**src/hw/fsp_defines.svh**
```systemverilog
// Constants of the flash self-program control block
`ifndef FSP_DEFINES_SVH
`define FSP_DEFINES_SVH
// ---------------------------------------------------------------
// Control/status register
// ---------------------------------------------------------------
`define FSP_CSR_OFFSET       8'h57
`define FSP_CSR_RESET        8'h00
`define FSP_BIT_IRQ_EN       7
`define FSP_BIT_SEC_BUSY     6
`define FSP_BIT_SIG_RD       5
`define FSP_BIT_REENABLE     4
`define FSP_BIT_LOCK_SET     3
`define FSP_BIT_PAGE_WRITE   2
`define FSP_BIT_PAGE_ERASE   1
`define FSP_BIT_CMD_EN       0
`define FSP_PAT_REENABLE     5'h11
`define FSP_PAT_LOCK_SET     5'h09
`define FSP_PAT_PAGE_WRITE   5'h05
`define FSP_PAT_PAGE_ERASE   5'h03
`define FSP_PAT_BUF_LOAD     5'h01
// ---------------------------------------------------------------
// Command windows, in clock cycles
// ---------------------------------------------------------------
`define FSP_STORE_WINDOW     3'h4
`define FSP_LOAD_WINDOW      3'h3
// ---------------------------------------------------------------
// Address map, word addresses
// ---------------------------------------------------------------
`define FSP_NO_READ_WHILE_WRITE_SECTION_START       17'h1f000
`define FSP_FLASH_LAST       17'h1ffff
`define FSP_BOOT_START_11    17'h1fe00
`define FSP_BOOT_START_10    17'h1fc00
`define FSP_BOOT_START_01    17'h1f800
`define FSP_BOOT_START_00    17'h1f000
`define FSP_BLOCKED_BYTE     8'hff
`define FSP_ERASED_WORD      16'hffff
// ---------------------------------------------------------------
// Controller registers on AXI4-Lite
// ---------------------------------------------------------------
`define FSP_AXI_CSR          5'h00
`define FSP_AXI_ZPTR         5'h04
`define FSP_AXI_DATA         5'h08
`define FSP_AXI_ACTION       5'h0c
`define FSP_AXI_STATUS       5'h10
`define FSP_AXI_OKAY         2'h0
`define FSP_AXI_SLVERR       2'h2
`endif

```
**src/hw/fsp_pkg.sv**
```systemverilog
// Types of the flash self-program control block
package fsp_pkg;
   typedef enum logic [1:0] {
      FSP_OP_ERASE,
      FSP_OP_WRITE,
      FSP_OP_LOCK
   } fsp_op_t;

   typedef enum logic {
      FSP_IDLE,
      FSP_BUSY
   } fsp_state_t;
endpackage

```
**src/hw/fsp_if.sv**
```systemverilog
// Link between the CPU end and the flash self-program control
`timescale 1ns/1ps
`default_nettype none
interface fsp_if (input wire logic aclk);
   // CPU end drives
   logic        csr_we;
   logic [7:0]  csr_wdata;
   logic [1:0]  z_ext;
   logic [15:0] z_ptr;
   logic [7:0]  r0;
   logic [7:0]  r1;
   logic        store;
   logic        load;
   logic        gie;
   // Control end drives
   logic [7:0]  csr_rdata;
   logic [7:0]  load_data;
   logic        load_valid;
   logic        irq;
   logic        halt;
   logic        section_busy;

   modport cpu (
      output csr_we, csr_wdata, z_ext, z_ptr, r0, r1, store, load, gie,
      input  csr_rdata, load_data, load_valid, irq, halt, section_busy
   );
   modport dev (
      input  csr_we, csr_wdata, z_ext, z_ptr, r0, r1, store, load, gie,
      output csr_rdata, load_data, load_valid, irq, halt, section_busy
   );
endinterface
`default_nettype wire

```
**src/hw/fsp_device.sv**
```systemverilog
// Flash self-program control: command register, page buffer and sequencer
//
// The implementer's own choice: the AXI4-Lite interface to the registers.
`include "fsp_defines.svh"
`timescale 1ns/1ps
`default_nettype none
module fsp_device #(
   parameter int PAGE_WORDS = 128
) (
   // Clock and reset
   input  wire logic            aclk,
   input  wire logic            aresetn,
   // CPU link
   fsp_if.dev                   cpu,
   // Flash array
   output logic                 flash_start,
   output fsp_pkg::fsp_op_t     flash_op,
   output logic [9:0]           flash_page,
   output logic [7:0]           flash_lock_data,
   input  wire logic            flash_done,
   output logic [16:0]          flash_rd_addr,
   input  wire logic [15:0]     flash_rd_data,
   input  wire logic [6:0]      buf_rd_addr,
   output logic [15:0]          buf_rd_data,
   // Fuses, lock bits and signature
   input  wire logic [1:0]      boot_size_fuse,
   input  wire logic [7:0]      lock_bits,
   input  wire logic [7:0]      fuse_byte,
   input  wire logic [7:0]      sig_byte,
   output logic [16:0]          boot_reset_addr
);
   import fsp_pkg::*;

   logic [15:0] page_buf [PAGE_WORDS];
   logic [5:0]  ctrl_reg;
   logic        irq_en_reg;
   logic        sec_busy_reg;
   logic [2:0]  win_reg;
   fsp_state_t  state_reg;
   logic        halt_reg;
   logic [7:0]  load_data_reg;
   logic        load_valid_reg;
   logic [16:0] boot_reg;
   logic [16:0] z_word;
   logic [9:0]  z_page;
   logic        store_hit;
   logic        load_hit;
   logic        op_store;
   logic        plain_store;
   logic        csr_take;
   logic        abort_load;

   // ---------------------------------------------------------------
   // Functions
   // ---------------------------------------------------------------
   function automatic logic legal_cmd(input logic [7:0] d);
      logic [4:0] p;
      p = d[4:0];
      if (d[`FSP_BIT_SIG_RD])
         legal_cmd = (p == `FSP_PAT_BUF_LOAD);
      else
         legal_cmd = (p == `FSP_PAT_REENABLE) || (p == `FSP_PAT_LOCK_SET) ||
                     (p == `FSP_PAT_PAGE_WRITE) || (p == `FSP_PAT_PAGE_ERASE) ||
                     (p == `FSP_PAT_BUF_LOAD);
   endfunction

   function automatic logic in_rww(input logic [16:0] w);
      in_rww = (w < `FSP_NO_READ_WHILE_WRITE_SECTION_START);
   endfunction

   function automatic logic [16:0] boot_start(input logic [1:0] f);
      case (f)
         2'h3:    boot_start = `FSP_BOOT_START_11;
         2'h2:    boot_start = `FSP_BOOT_START_10;
         2'h1:    boot_start = `FSP_BOOT_START_01;
         default: boot_start = `FSP_BOOT_START_00;
      endcase
   endfunction

   // ---------------------------------------------------------------
   // Address fields and command decode
   // ---------------------------------------------------------------
   assign z_word      = {cpu.z_ext, cpu.z_ptr[15:1]};
   assign z_page      = {cpu.z_ext, cpu.z_ptr[15:8]};
   assign store_hit   = cpu.store && ctrl_reg[`FSP_BIT_CMD_EN] &&
                        (win_reg != 3'h0) && (state_reg == FSP_IDLE);
   assign load_hit    = cpu.load && ctrl_reg[`FSP_BIT_CMD_EN] &&
                        (win_reg > (`FSP_STORE_WINDOW - `FSP_LOAD_WINDOW));
   assign op_store    = store_hit && !ctrl_reg[`FSP_BIT_SIG_RD] &&
                        (ctrl_reg[`FSP_BIT_PAGE_ERASE] || ctrl_reg[`FSP_BIT_PAGE_WRITE] ||
                         ctrl_reg[`FSP_BIT_LOCK_SET]);
   assign plain_store = store_hit && (ctrl_reg[5:1] == 5'h00);
   assign csr_take    = cpu.csr_we && (state_reg == FSP_IDLE) && legal_cmd(cpu.csr_wdata);
   assign abort_load  = csr_take && cpu.csr_wdata[`FSP_BIT_REENABLE];

   // ---------------------------------------------------------------
   // Control register
   // ---------------------------------------------------------------
   always_ff @(posedge aclk) begin
      if (!aresetn)
         irq_en_reg <= 1'(`FSP_CSR_RESET >> `FSP_BIT_IRQ_EN);
      else if (cpu.csr_we)
         irq_en_reg <= cpu.csr_wdata[`FSP_BIT_IRQ_EN];
   end

   always_ff @(posedge aclk) begin
      if (!aresetn)
         ctrl_reg <= 6'h00;
      else if (csr_take)
         ctrl_reg <= cpu.csr_wdata[5:0];
      else if (state_reg == FSP_BUSY && flash_done)
         ctrl_reg <= 6'h00;
      else if (store_hit && !op_store)
         ctrl_reg <= 6'h00;
      else if (win_reg == 3'h1 && state_reg == FSP_IDLE && !op_store)
         ctrl_reg <= 6'h00;
   end

   // Store window counts the four cycles after a command write
   always_ff @(posedge aclk) begin
      if (!aresetn)
         win_reg <= 3'h0;
      else if (csr_take && cpu.csr_wdata[`FSP_BIT_CMD_EN])
         win_reg <= `FSP_STORE_WINDOW;
      else if (store_hit)
         win_reg <= 3'h0;
      else if (win_reg != 3'h0)
         win_reg <= win_reg - 3'h1;
   end

   // ---------------------------------------------------------------
   // Section busy flag
   // ---------------------------------------------------------------
   always_ff @(posedge aclk) begin
      if (!aresetn)
         sec_busy_reg <= 1'b0;
      else if (op_store && !ctrl_reg[`FSP_BIT_LOCK_SET] && in_rww({z_page, 7'h00}))
         sec_busy_reg <= 1'b1;
      else if (store_hit && ctrl_reg[`FSP_BIT_REENABLE])
         sec_busy_reg <= 1'b0;
      else if (plain_store)
         sec_busy_reg <= 1'b0;
   end

   // ---------------------------------------------------------------
   // Flash operation sequencer
   // ---------------------------------------------------------------
   always_ff @(posedge aclk) begin
      if (!aresetn) begin
         state_reg       <= FSP_IDLE;
         flash_start     <= 1'b0;
         flash_op        <= FSP_OP_ERASE;
         flash_page      <= 10'h000;
         flash_lock_data <= 8'h00;
         halt_reg        <= 1'b0;
      end else begin
         flash_start <= 1'b0;
         case (state_reg)
            FSP_IDLE: begin
               if (op_store) begin
                  state_reg   <= FSP_BUSY;
                  flash_start <= 1'b1;
                  flash_page  <= z_page;
                  if (ctrl_reg[`FSP_BIT_LOCK_SET]) begin
                     flash_op        <= FSP_OP_LOCK;
                     flash_lock_data <= cpu.r0;
                  end else begin
                     flash_op <= ctrl_reg[`FSP_BIT_PAGE_WRITE] ? FSP_OP_WRITE
                                                                : FSP_OP_ERASE;
                     halt_reg <= !in_rww({z_page, 7'h00});
                  end
               end
            end
            FSP_BUSY: begin
               if (flash_done) begin
                  state_reg <= FSP_IDLE;
                  halt_reg  <= 1'b0;
               end
            end
            default: state_reg <= FSP_IDLE;
         endcase
      end
   end

   // ---------------------------------------------------------------
   // Temporary page buffer
   // ---------------------------------------------------------------
   always_ff @(posedge aclk) begin
      if (!aresetn || abort_load) begin
         for (int i = 0; i < PAGE_WORDS; i++)
            page_buf[i] <= `FSP_ERASED_WORD;
      end else if (plain_store) begin
         page_buf[cpu.z_ptr[7:1]] <= {cpu.r1, cpu.r0};
      end
   end

   always_ff @(posedge aclk) begin
      if (!aresetn)
         buf_rd_data <= 16'h0000;
      else
         buf_rd_data <= page_buf[buf_rd_addr];
   end

   // ---------------------------------------------------------------
   // Program-memory loads
   // ---------------------------------------------------------------
   assign flash_rd_addr = z_word;

   always_ff @(posedge aclk) begin
      if (!aresetn) begin
         load_data_reg  <= 8'h00;
         load_valid_reg <= 1'b0;
      end else begin
         load_valid_reg <= cpu.load;
         if (cpu.load) begin
            if (load_hit && ctrl_reg[`FSP_BIT_SIG_RD])
               load_data_reg <= sig_byte;
            else if (load_hit && ctrl_reg[`FSP_BIT_LOCK_SET])
               load_data_reg <= cpu.z_ptr[0] ? fuse_byte : lock_bits;
            else if (sec_busy_reg && in_rww(z_word))
               load_data_reg <= `FSP_BLOCKED_BYTE;
            else
               load_data_reg <= cpu.z_ptr[0] ? flash_rd_data[15:8]
                                             : flash_rd_data[7:0];
         end
      end
   end

   always_ff @(posedge aclk) begin
      if (!aresetn)
         boot_reg <= `FSP_BOOT_START_00;
      else
         boot_reg <= boot_start(boot_size_fuse);
   end

   // ---------------------------------------------------------------
   // Outputs
   // ---------------------------------------------------------------
   assign boot_reset_addr  = boot_reg;
   assign cpu.csr_rdata    = {irq_en_reg, sec_busy_reg, ctrl_reg};
   assign cpu.load_data    = load_data_reg;
   assign cpu.load_valid   = load_valid_reg;
   assign cpu.irq          = irq_en_reg && cpu.gie && !ctrl_reg[`FSP_BIT_CMD_EN];
   assign cpu.halt         = halt_reg;
   assign cpu.section_busy = sec_busy_reg;
endmodule // fsp_device
`default_nettype wire

```
**src/flat_wrapper.sv**
```systemverilog
// flat-port wrapper written by rule: the top's interface ports become plain ports
module fsp_device_flat import fsp_pkg::*;
#(
   parameter int PAGE_WORDS = 128
)
  (aclk, aresetn, flash_start, flash_op, flash_page, flash_lock_data, flash_done, flash_rd_addr, flash_rd_data, buf_rd_addr, buf_rd_data, boot_size_fuse, lock_bits, fuse_byte, sig_byte, boot_reset_addr, cpu_csr_we, cpu_csr_wdata, cpu_z_ext, cpu_z_ptr, cpu_r0, cpu_r1, cpu_store, cpu_load, cpu_gie, cpu_csr_rdata, cpu_load_data, cpu_load_valid, cpu_irq, cpu_halt, cpu_section_busy);
  fsp_if cpu_i (.aclk(aclk));
  input  wire logic aclk;
  input  wire logic aresetn;
  output logic flash_start;
  output fsp_pkg::fsp_op_t flash_op;
  output logic [9:0] flash_page;
  output logic [7:0] flash_lock_data;
  input  wire logic flash_done;
  output logic [16:0] flash_rd_addr;
  input  wire logic [15:0] flash_rd_data;
  input  wire logic [6:0] buf_rd_addr;
  output logic [15:0] buf_rd_data;
  input  wire logic [1:0] boot_size_fuse;
  input  wire logic [7:0] lock_bits;
  input  wire logic [7:0] fuse_byte;
  input  wire logic [7:0] sig_byte;
  output logic [16:0] boot_reset_addr;
  input wire logic [$bits(cpu_i.csr_we)-1:0] cpu_csr_we;
  input wire logic [$bits(cpu_i.csr_wdata)-1:0] cpu_csr_wdata;
  input wire logic [$bits(cpu_i.z_ext)-1:0] cpu_z_ext;
  input wire logic [$bits(cpu_i.z_ptr)-1:0] cpu_z_ptr;
  input wire logic [$bits(cpu_i.r0)-1:0] cpu_r0;
  input wire logic [$bits(cpu_i.r1)-1:0] cpu_r1;
  input wire logic [$bits(cpu_i.store)-1:0] cpu_store;
  input wire logic [$bits(cpu_i.load)-1:0] cpu_load;
  input wire logic [$bits(cpu_i.gie)-1:0] cpu_gie;
  output wire logic [$bits(cpu_i.csr_rdata)-1:0] cpu_csr_rdata;
  output wire logic [$bits(cpu_i.load_data)-1:0] cpu_load_data;
  output wire logic [$bits(cpu_i.load_valid)-1:0] cpu_load_valid;
  output wire logic [$bits(cpu_i.irq)-1:0] cpu_irq;
  output wire logic [$bits(cpu_i.halt)-1:0] cpu_halt;
  output wire logic [$bits(cpu_i.section_busy)-1:0] cpu_section_busy;
  assign cpu_i.csr_we = cpu_csr_we;
  assign cpu_i.csr_wdata = cpu_csr_wdata;
  assign cpu_i.z_ext = cpu_z_ext;
  assign cpu_i.z_ptr = cpu_z_ptr;
  assign cpu_i.r0 = cpu_r0;
  assign cpu_i.r1 = cpu_r1;
  assign cpu_i.store = cpu_store;
  assign cpu_i.load = cpu_load;
  assign cpu_i.gie = cpu_gie;
  assign cpu_csr_rdata = cpu_i.csr_rdata;
  assign cpu_load_data = cpu_i.load_data;
  assign cpu_load_valid = cpu_i.load_valid;
  assign cpu_irq = cpu_i.irq;
  assign cpu_halt = cpu_i.halt;
  assign cpu_section_busy = cpu_i.section_busy;
  fsp_device #(.PAGE_WORDS(PAGE_WORDS)) u_core (.aclk(aclk), .aresetn(aresetn), .cpu(cpu_i), .flash_start(flash_start), .flash_op(flash_op), .flash_page(flash_page), .flash_lock_data(flash_lock_data), .flash_done(flash_done), .flash_rd_addr(flash_rd_addr), .flash_rd_data(flash_rd_data), .buf_rd_addr(buf_rd_addr), .buf_rd_data(buf_rd_data), .boot_size_fuse(boot_size_fuse), .lock_bits(lock_bits), .fuse_byte(fuse_byte), .sig_byte(sig_byte), .boot_reset_addr(boot_reset_addr));
endmodule
```
**config.mk**
```make
export PLATFORM = sky130hd
export DESIGN_NAME = fsp_device_flat
export DESIGN_NICKNAME = d
export VERILOG_FILES = /design/src/hw/fsp_pkg.sv /design/src/hw/fsp_if.sv /design/src/hw/fsp_device.sv /design/src/flat_wrapper.sv
export VERILOG_INCLUDE_DIRS = /design/src /design/src/hw
export SDC_FILE = /design/constraint.sdc
export NUM_CORES = 2
export LEC_CHECK = 0
export ABC_AREA = 0
export BUFFER_PORTS_ARGS = -buffer_cell sky130_fd_sc_hd__buf_2
export CORE_UTILIZATION = 55
export DETAILED_ROUTE_END_ITERATION = 8
export PLACE_DENSITY = 0.71
export SLEW_MARGIN = 40
export SYNTH_ARGS = -nofsm -noshare
export SYNTH_HDL_FRONTEND = slang
export SYNTH_SLANG_ARGS = --single-unit
```
**constraint.sdc**
```tcl
create_clock -name aclk -period 8.46 [get_ports aclk]
set_input_delay 0.846 -clock aclk [delete_from_list [all_inputs] [get_ports aclk]]
set_output_delay 0.846 -clock aclk [all_outputs]
set_load 0.02 [all_outputs]
```
# == Yosys cells after proc, flatten, opt, wreduce, memory -nomap -nowiden ==
# Memories as Yosys holds them, arrays and structs flattened. A register that Yosys moved wholly into a read port is not among the register bits.
# Index checks and enable logic that the tools add are counted.
# op_classes
add_sub_neg,1
order_cmp,3
eq_ne,12
n_mux,34
bitwise_logic,2
reduce_logical,49
# ops
operator,count
2-to-1 mux 8 bit,5
one-hot mux 12 bit (3 select lines),1
"< comparator 17 bit, second input constant",2
logical AND 1 bit,24
2-to-1 mux 6 bit,4
2-to-1 mux 1 bit,16
2-to-1 mux 16 bit,1
OR reduction 16 bit,1
2-to-1 mux 3 bit,3
nonzero test 3 bit,3
logical NOT 1 bit,7
logical OR 1 bit,7
2-to-1 mux 7 bit,1
AND reduction 3 bit,2
"equality test 5 x 1 -> 1 bit, second input constant",1
"equality test 5 x 2 -> 1 bit, second input constant",1
"equality test 5 x 3 -> 1 bit, second input constant",1
"equality test 5 x 4 -> 1 bit, second input constant",1
"equality test 5 bit, second input constant",1
logical NOT 5 bit,1
"equality test 2 bit, second input constant",2
"inequality test 2 bit, second input constant",2
one-hot mux 1 bit (2 select lines),2
nonzero test 4 bit,1
10 further kinds,11
# word_totals
register_bits,60
ram_bits,2048
input_bits,98
output_inout_bits,91
word_cells,116
memories,1
# mem_list
memory,words,width,read_ports,rd_clocked_by_memory_dff,write_ports,line,source
u_core.page_buf,128,16,1,1,128,fsp_device.sv:34,logic [15:0] page_buf [PAGE_WORDS];

# == Logic depth before layout (Yosys ltp) ==
# logic_depth
depth_word,13
ltp_mapped,10
ltp_nobuf,7

# == Worst setup path after synthesis ==
# No wires, ideal clock.
# synth_timing
path_kind,input port to flip-flop
startpoint,input cpu_csr_we
endpoint,memory u_core.page_buf[118][0] (enable)
setup_ns,0.411
t_arrival_ns,3.583
t_required_ns,8.049
setup_slack_ns,4.466
cell_stages,8
path_buffers,4
path_cell_list,and3b_1 -> buf_2 -> a31o_4 -> or4_4 -> buf_6 -> buf_6 -> buf_2 -> o21ai_0
# synth_lines
item,line,source
"start, declared",flat_wrapper.sv:24,input wire logic [$bits(cpu_i.csr_we)-1:0] cpu_csr_we;
"end, declared",fsp_device.sv:34,

==> results.toml <==
[status]
status = "completed"

[cells_and_area]
multi_input_area_um2 = 31200
largest_register_ffs = 2048
regArea_um2 = 62700
top_regs = "u_core.page_buf (2048), u_core.buf_rd_data (16), u_core.flash_page (10)"
drive_above_1_share = 0.329
nets = 6659
top_register = "u_core.page_buf"
finish.utilization = 0.607
num-fill-cells = 12900
instances_no_fill = 9059
syn_to_final_growth_pct = 9.22

[clock_network]
clkLatencyLatePin_ps = 890
path_clk_slew_ps = 60
holdBufCountCts = 0
cts.sinks = 2110
cts_root_buf = "clkbuf_16"
postCtsResizedCells = 0
cts_setup_buffers = 0
tritoncts = "done"
numCtsBuffers = 210
cts_buffer_depth = 3
cts_htree_levels = 4

[routing]
dr.pass1.iters = 6
drt_iter0_drc = 7865
dr_total_vias = 58400
viasPerCell = 6.45
drc = 0
routed_wl_um = 265000
postRouteAntennaNets = 0
post_drt_wl_per_cell_um = 29.2

[global_route]
grtUsageTotal = 0.294
grt_overflow = 0
antenna_found_initial = 7
first_global_vias = 56100
grt_max_degree = 146
grt_pass1_wl_um = 384000

[floorplan]
rows = 153
io_pins = 189
die_x_um = 422
fp.dieH_um = 422
coreArea_um2 = 175000
start_util = 0.556
dieArea_um2 = 178000

[synthesis]
yosysUniqueCellTypes = 64
synth_top_area_share = 0.634
ys_ff_latch = 2110
synth_edf_count = 2048
synthArstFlopShare = 0
synthTopCellsByCount = "2,048 x edfxtp_1, 1,116 x or2_2, 770 x or3_1"
synth_area_leaders = "edfxtp_1 63%, mux4_2 9.0%, or2_2 7.2%, or3_1 5.0%, mux2i_1 2.9%"
yosysSeqAreaShare = 0.647
yosysTopAreaCell = "edfxtp_1"
syn_area_per_cell_um2 = 14.3
ys_warn_count = 0
netlist_instances = 6779
synth.most_common_cell = "edfxtp_1"
ys.flop_type = "edfxtp_1"
syn_area_um2 = 97000

[worst_setup_path]
arrival_ps = 5330
cp-end-kind = "flip-flop"
crit_type = "in -> reg"
r2r_start = "u_core.state_reg"
reg2reg_to = "u_core.page_buf[41][3]"
r2r_slack_ps = 3940
cp_max_fo = 83
slowest_delay_ps = 960
path_buf_inv = 5
slowest_stage = "and4_2"
critical-path-top-delay-family = "simple AND/OR/NAND/NOR gates"
critPathLaunchType = "input port"
worstRegToRegCells = 7
cp_data_required_time_ps = 8960
path_cells = "buf_2, inv_2, buf_4, a31oi_4, buf_12, buf_16, and4_2, nand2_1, nand2_1"
timing.critical_path.mode_cell = "nand2_1"

[run]
drv_cap = 0

[timing]
fin_setup_tns_ps = 0
finalSetupViolCount = 0
clock.fmax_ghz = 0.207
rsz0062_at_grt = "no"
slew-limit-headroom = 0.325
clock-skew-final_ps = 46.9
fin_crit_sh = 0.572
maxSlewViolCount = 0
worst_slack_ps = 3620
hold_viol_final = 0
period_minus_slack_ps = 4840
tightest_slew_ps = 1000

[place]
port_buffers = 173
place_congestion = 0.877
place_ws_ps = 2830
place_inst = 8668
dpl.hpwl_um = 154000

[pwr]
cellInternalPower_mw = 16.7
max-vdd-ir-drop_mv = 0.193
clockPowerShare = 0.416
switchingPower_mw = 5.02
seq_power_share = 0.527
total_power_mw = 21.8
power_density_nw_per_um2 = 205
p_leak_nw = 26.3
combinationalPowerShare = 0.057
power.share.switching = 0.231

[worst_hold_path]
min_path_cells = 2
holdCritPathClass = "in -> reg"
min_to = "u_core.boot_reset_addr[10]"
hp-start = "boot_size_fuse[1]"
-- placed cells by master, fill, tap and decap left out, types with 48 or more instances in the layout --
cell type,synthesis,layout
nand3_1,377,376
buf_2,74,155
mux4_2,387,387
nand2b_1,143,137
clkbuf_1,610,54
nand4_1,84,84
clkinv_1,0,48
a21oi_1,66,66
nand2_1,206,193
edfxtp_1,2048,2048
clkbuf_16,0,211
dfxtp_1,62,62
buf_4,36,139
a22oi_1,92,92
or2_2,1116,1116
mux2i_1,283,283
or3_1,770,770
-- cell families after synthesis --
kind of cell | synth area share
mux | 0.121
other cells | 0.0000774
flops | 0.647
fa+ha+maj | 0.000490
buf+inv | 0.0350
xor+xnor | 0.0000903
simple gates | 0.176
compound gates | 0.0203
-- stage by stage --
step                cell area [µm²]  hold WS, ps
floorplan                     97100          477
global route                 106000          214
finish                       106000          230
global placement              99000          448
CTS                          106000          178
detailed placement            99200          445
-- layer usage --
metal / vias up / track usage / part of all wire
li1: 24900 / - / -
met3: 475 / 0.0506 / 0.096
met2: 3124 / 0.455 / 0.47
met4: 4 / 0.127 / 0.045
met5: - / 0 / 0.00013
met1: 29900 / 0.412 / 0.39
-- final cells by class --
type / instances / area share
Multi-Input combinational cell: 3894 / 0.295
Clock buffer: 273 / 0.0528
Antenna cell: 2 / 0.0000472
Timing Repair Buffer: 333 / 0.0230
Tap cell: 2325 / 0.0274
Inverter: 9 / 0.000319
Sequential cell: 2110 / 0.592
Clock inverter: 113 / 0.00985
-- power groups by stage --
stage / clock network [mW] / registers, mW / logic [mW]
6_report: 9.05 / 11.5 / 1.23
4_1_cts: 9.11 / 11.5 / 1.21
5_1_grt: 9.50 / 11.5 / 1.28
3_3_place_gp: 0 / 11.7 / 1.18
3_5_place_dp: 0 / 11.7 / 1.21
2_1_floorplan: 0 / 11.7 / 0.692
-- worst max path at each step --
stage               cells past startpoint  slack, ps        from                      end
global route                            9       3520     aresetn   u_core.page_buf[65][0]
finish                                  9       3620     aresetn   u_core.page_buf[41][3]
CTS                                     8       3710     aresetn  u_core.page_buf[49][11]
floorplan                               8       4470  cpu_csr_we  u_core.page_buf[118][0]
global placement                        8       2920     aresetn   u_core.page_buf[49][3]
detailed placement                      8       2830     aresetn   u_core.page_buf[49][3]
No activity file was read; power rests on OpenSTA's default activity.
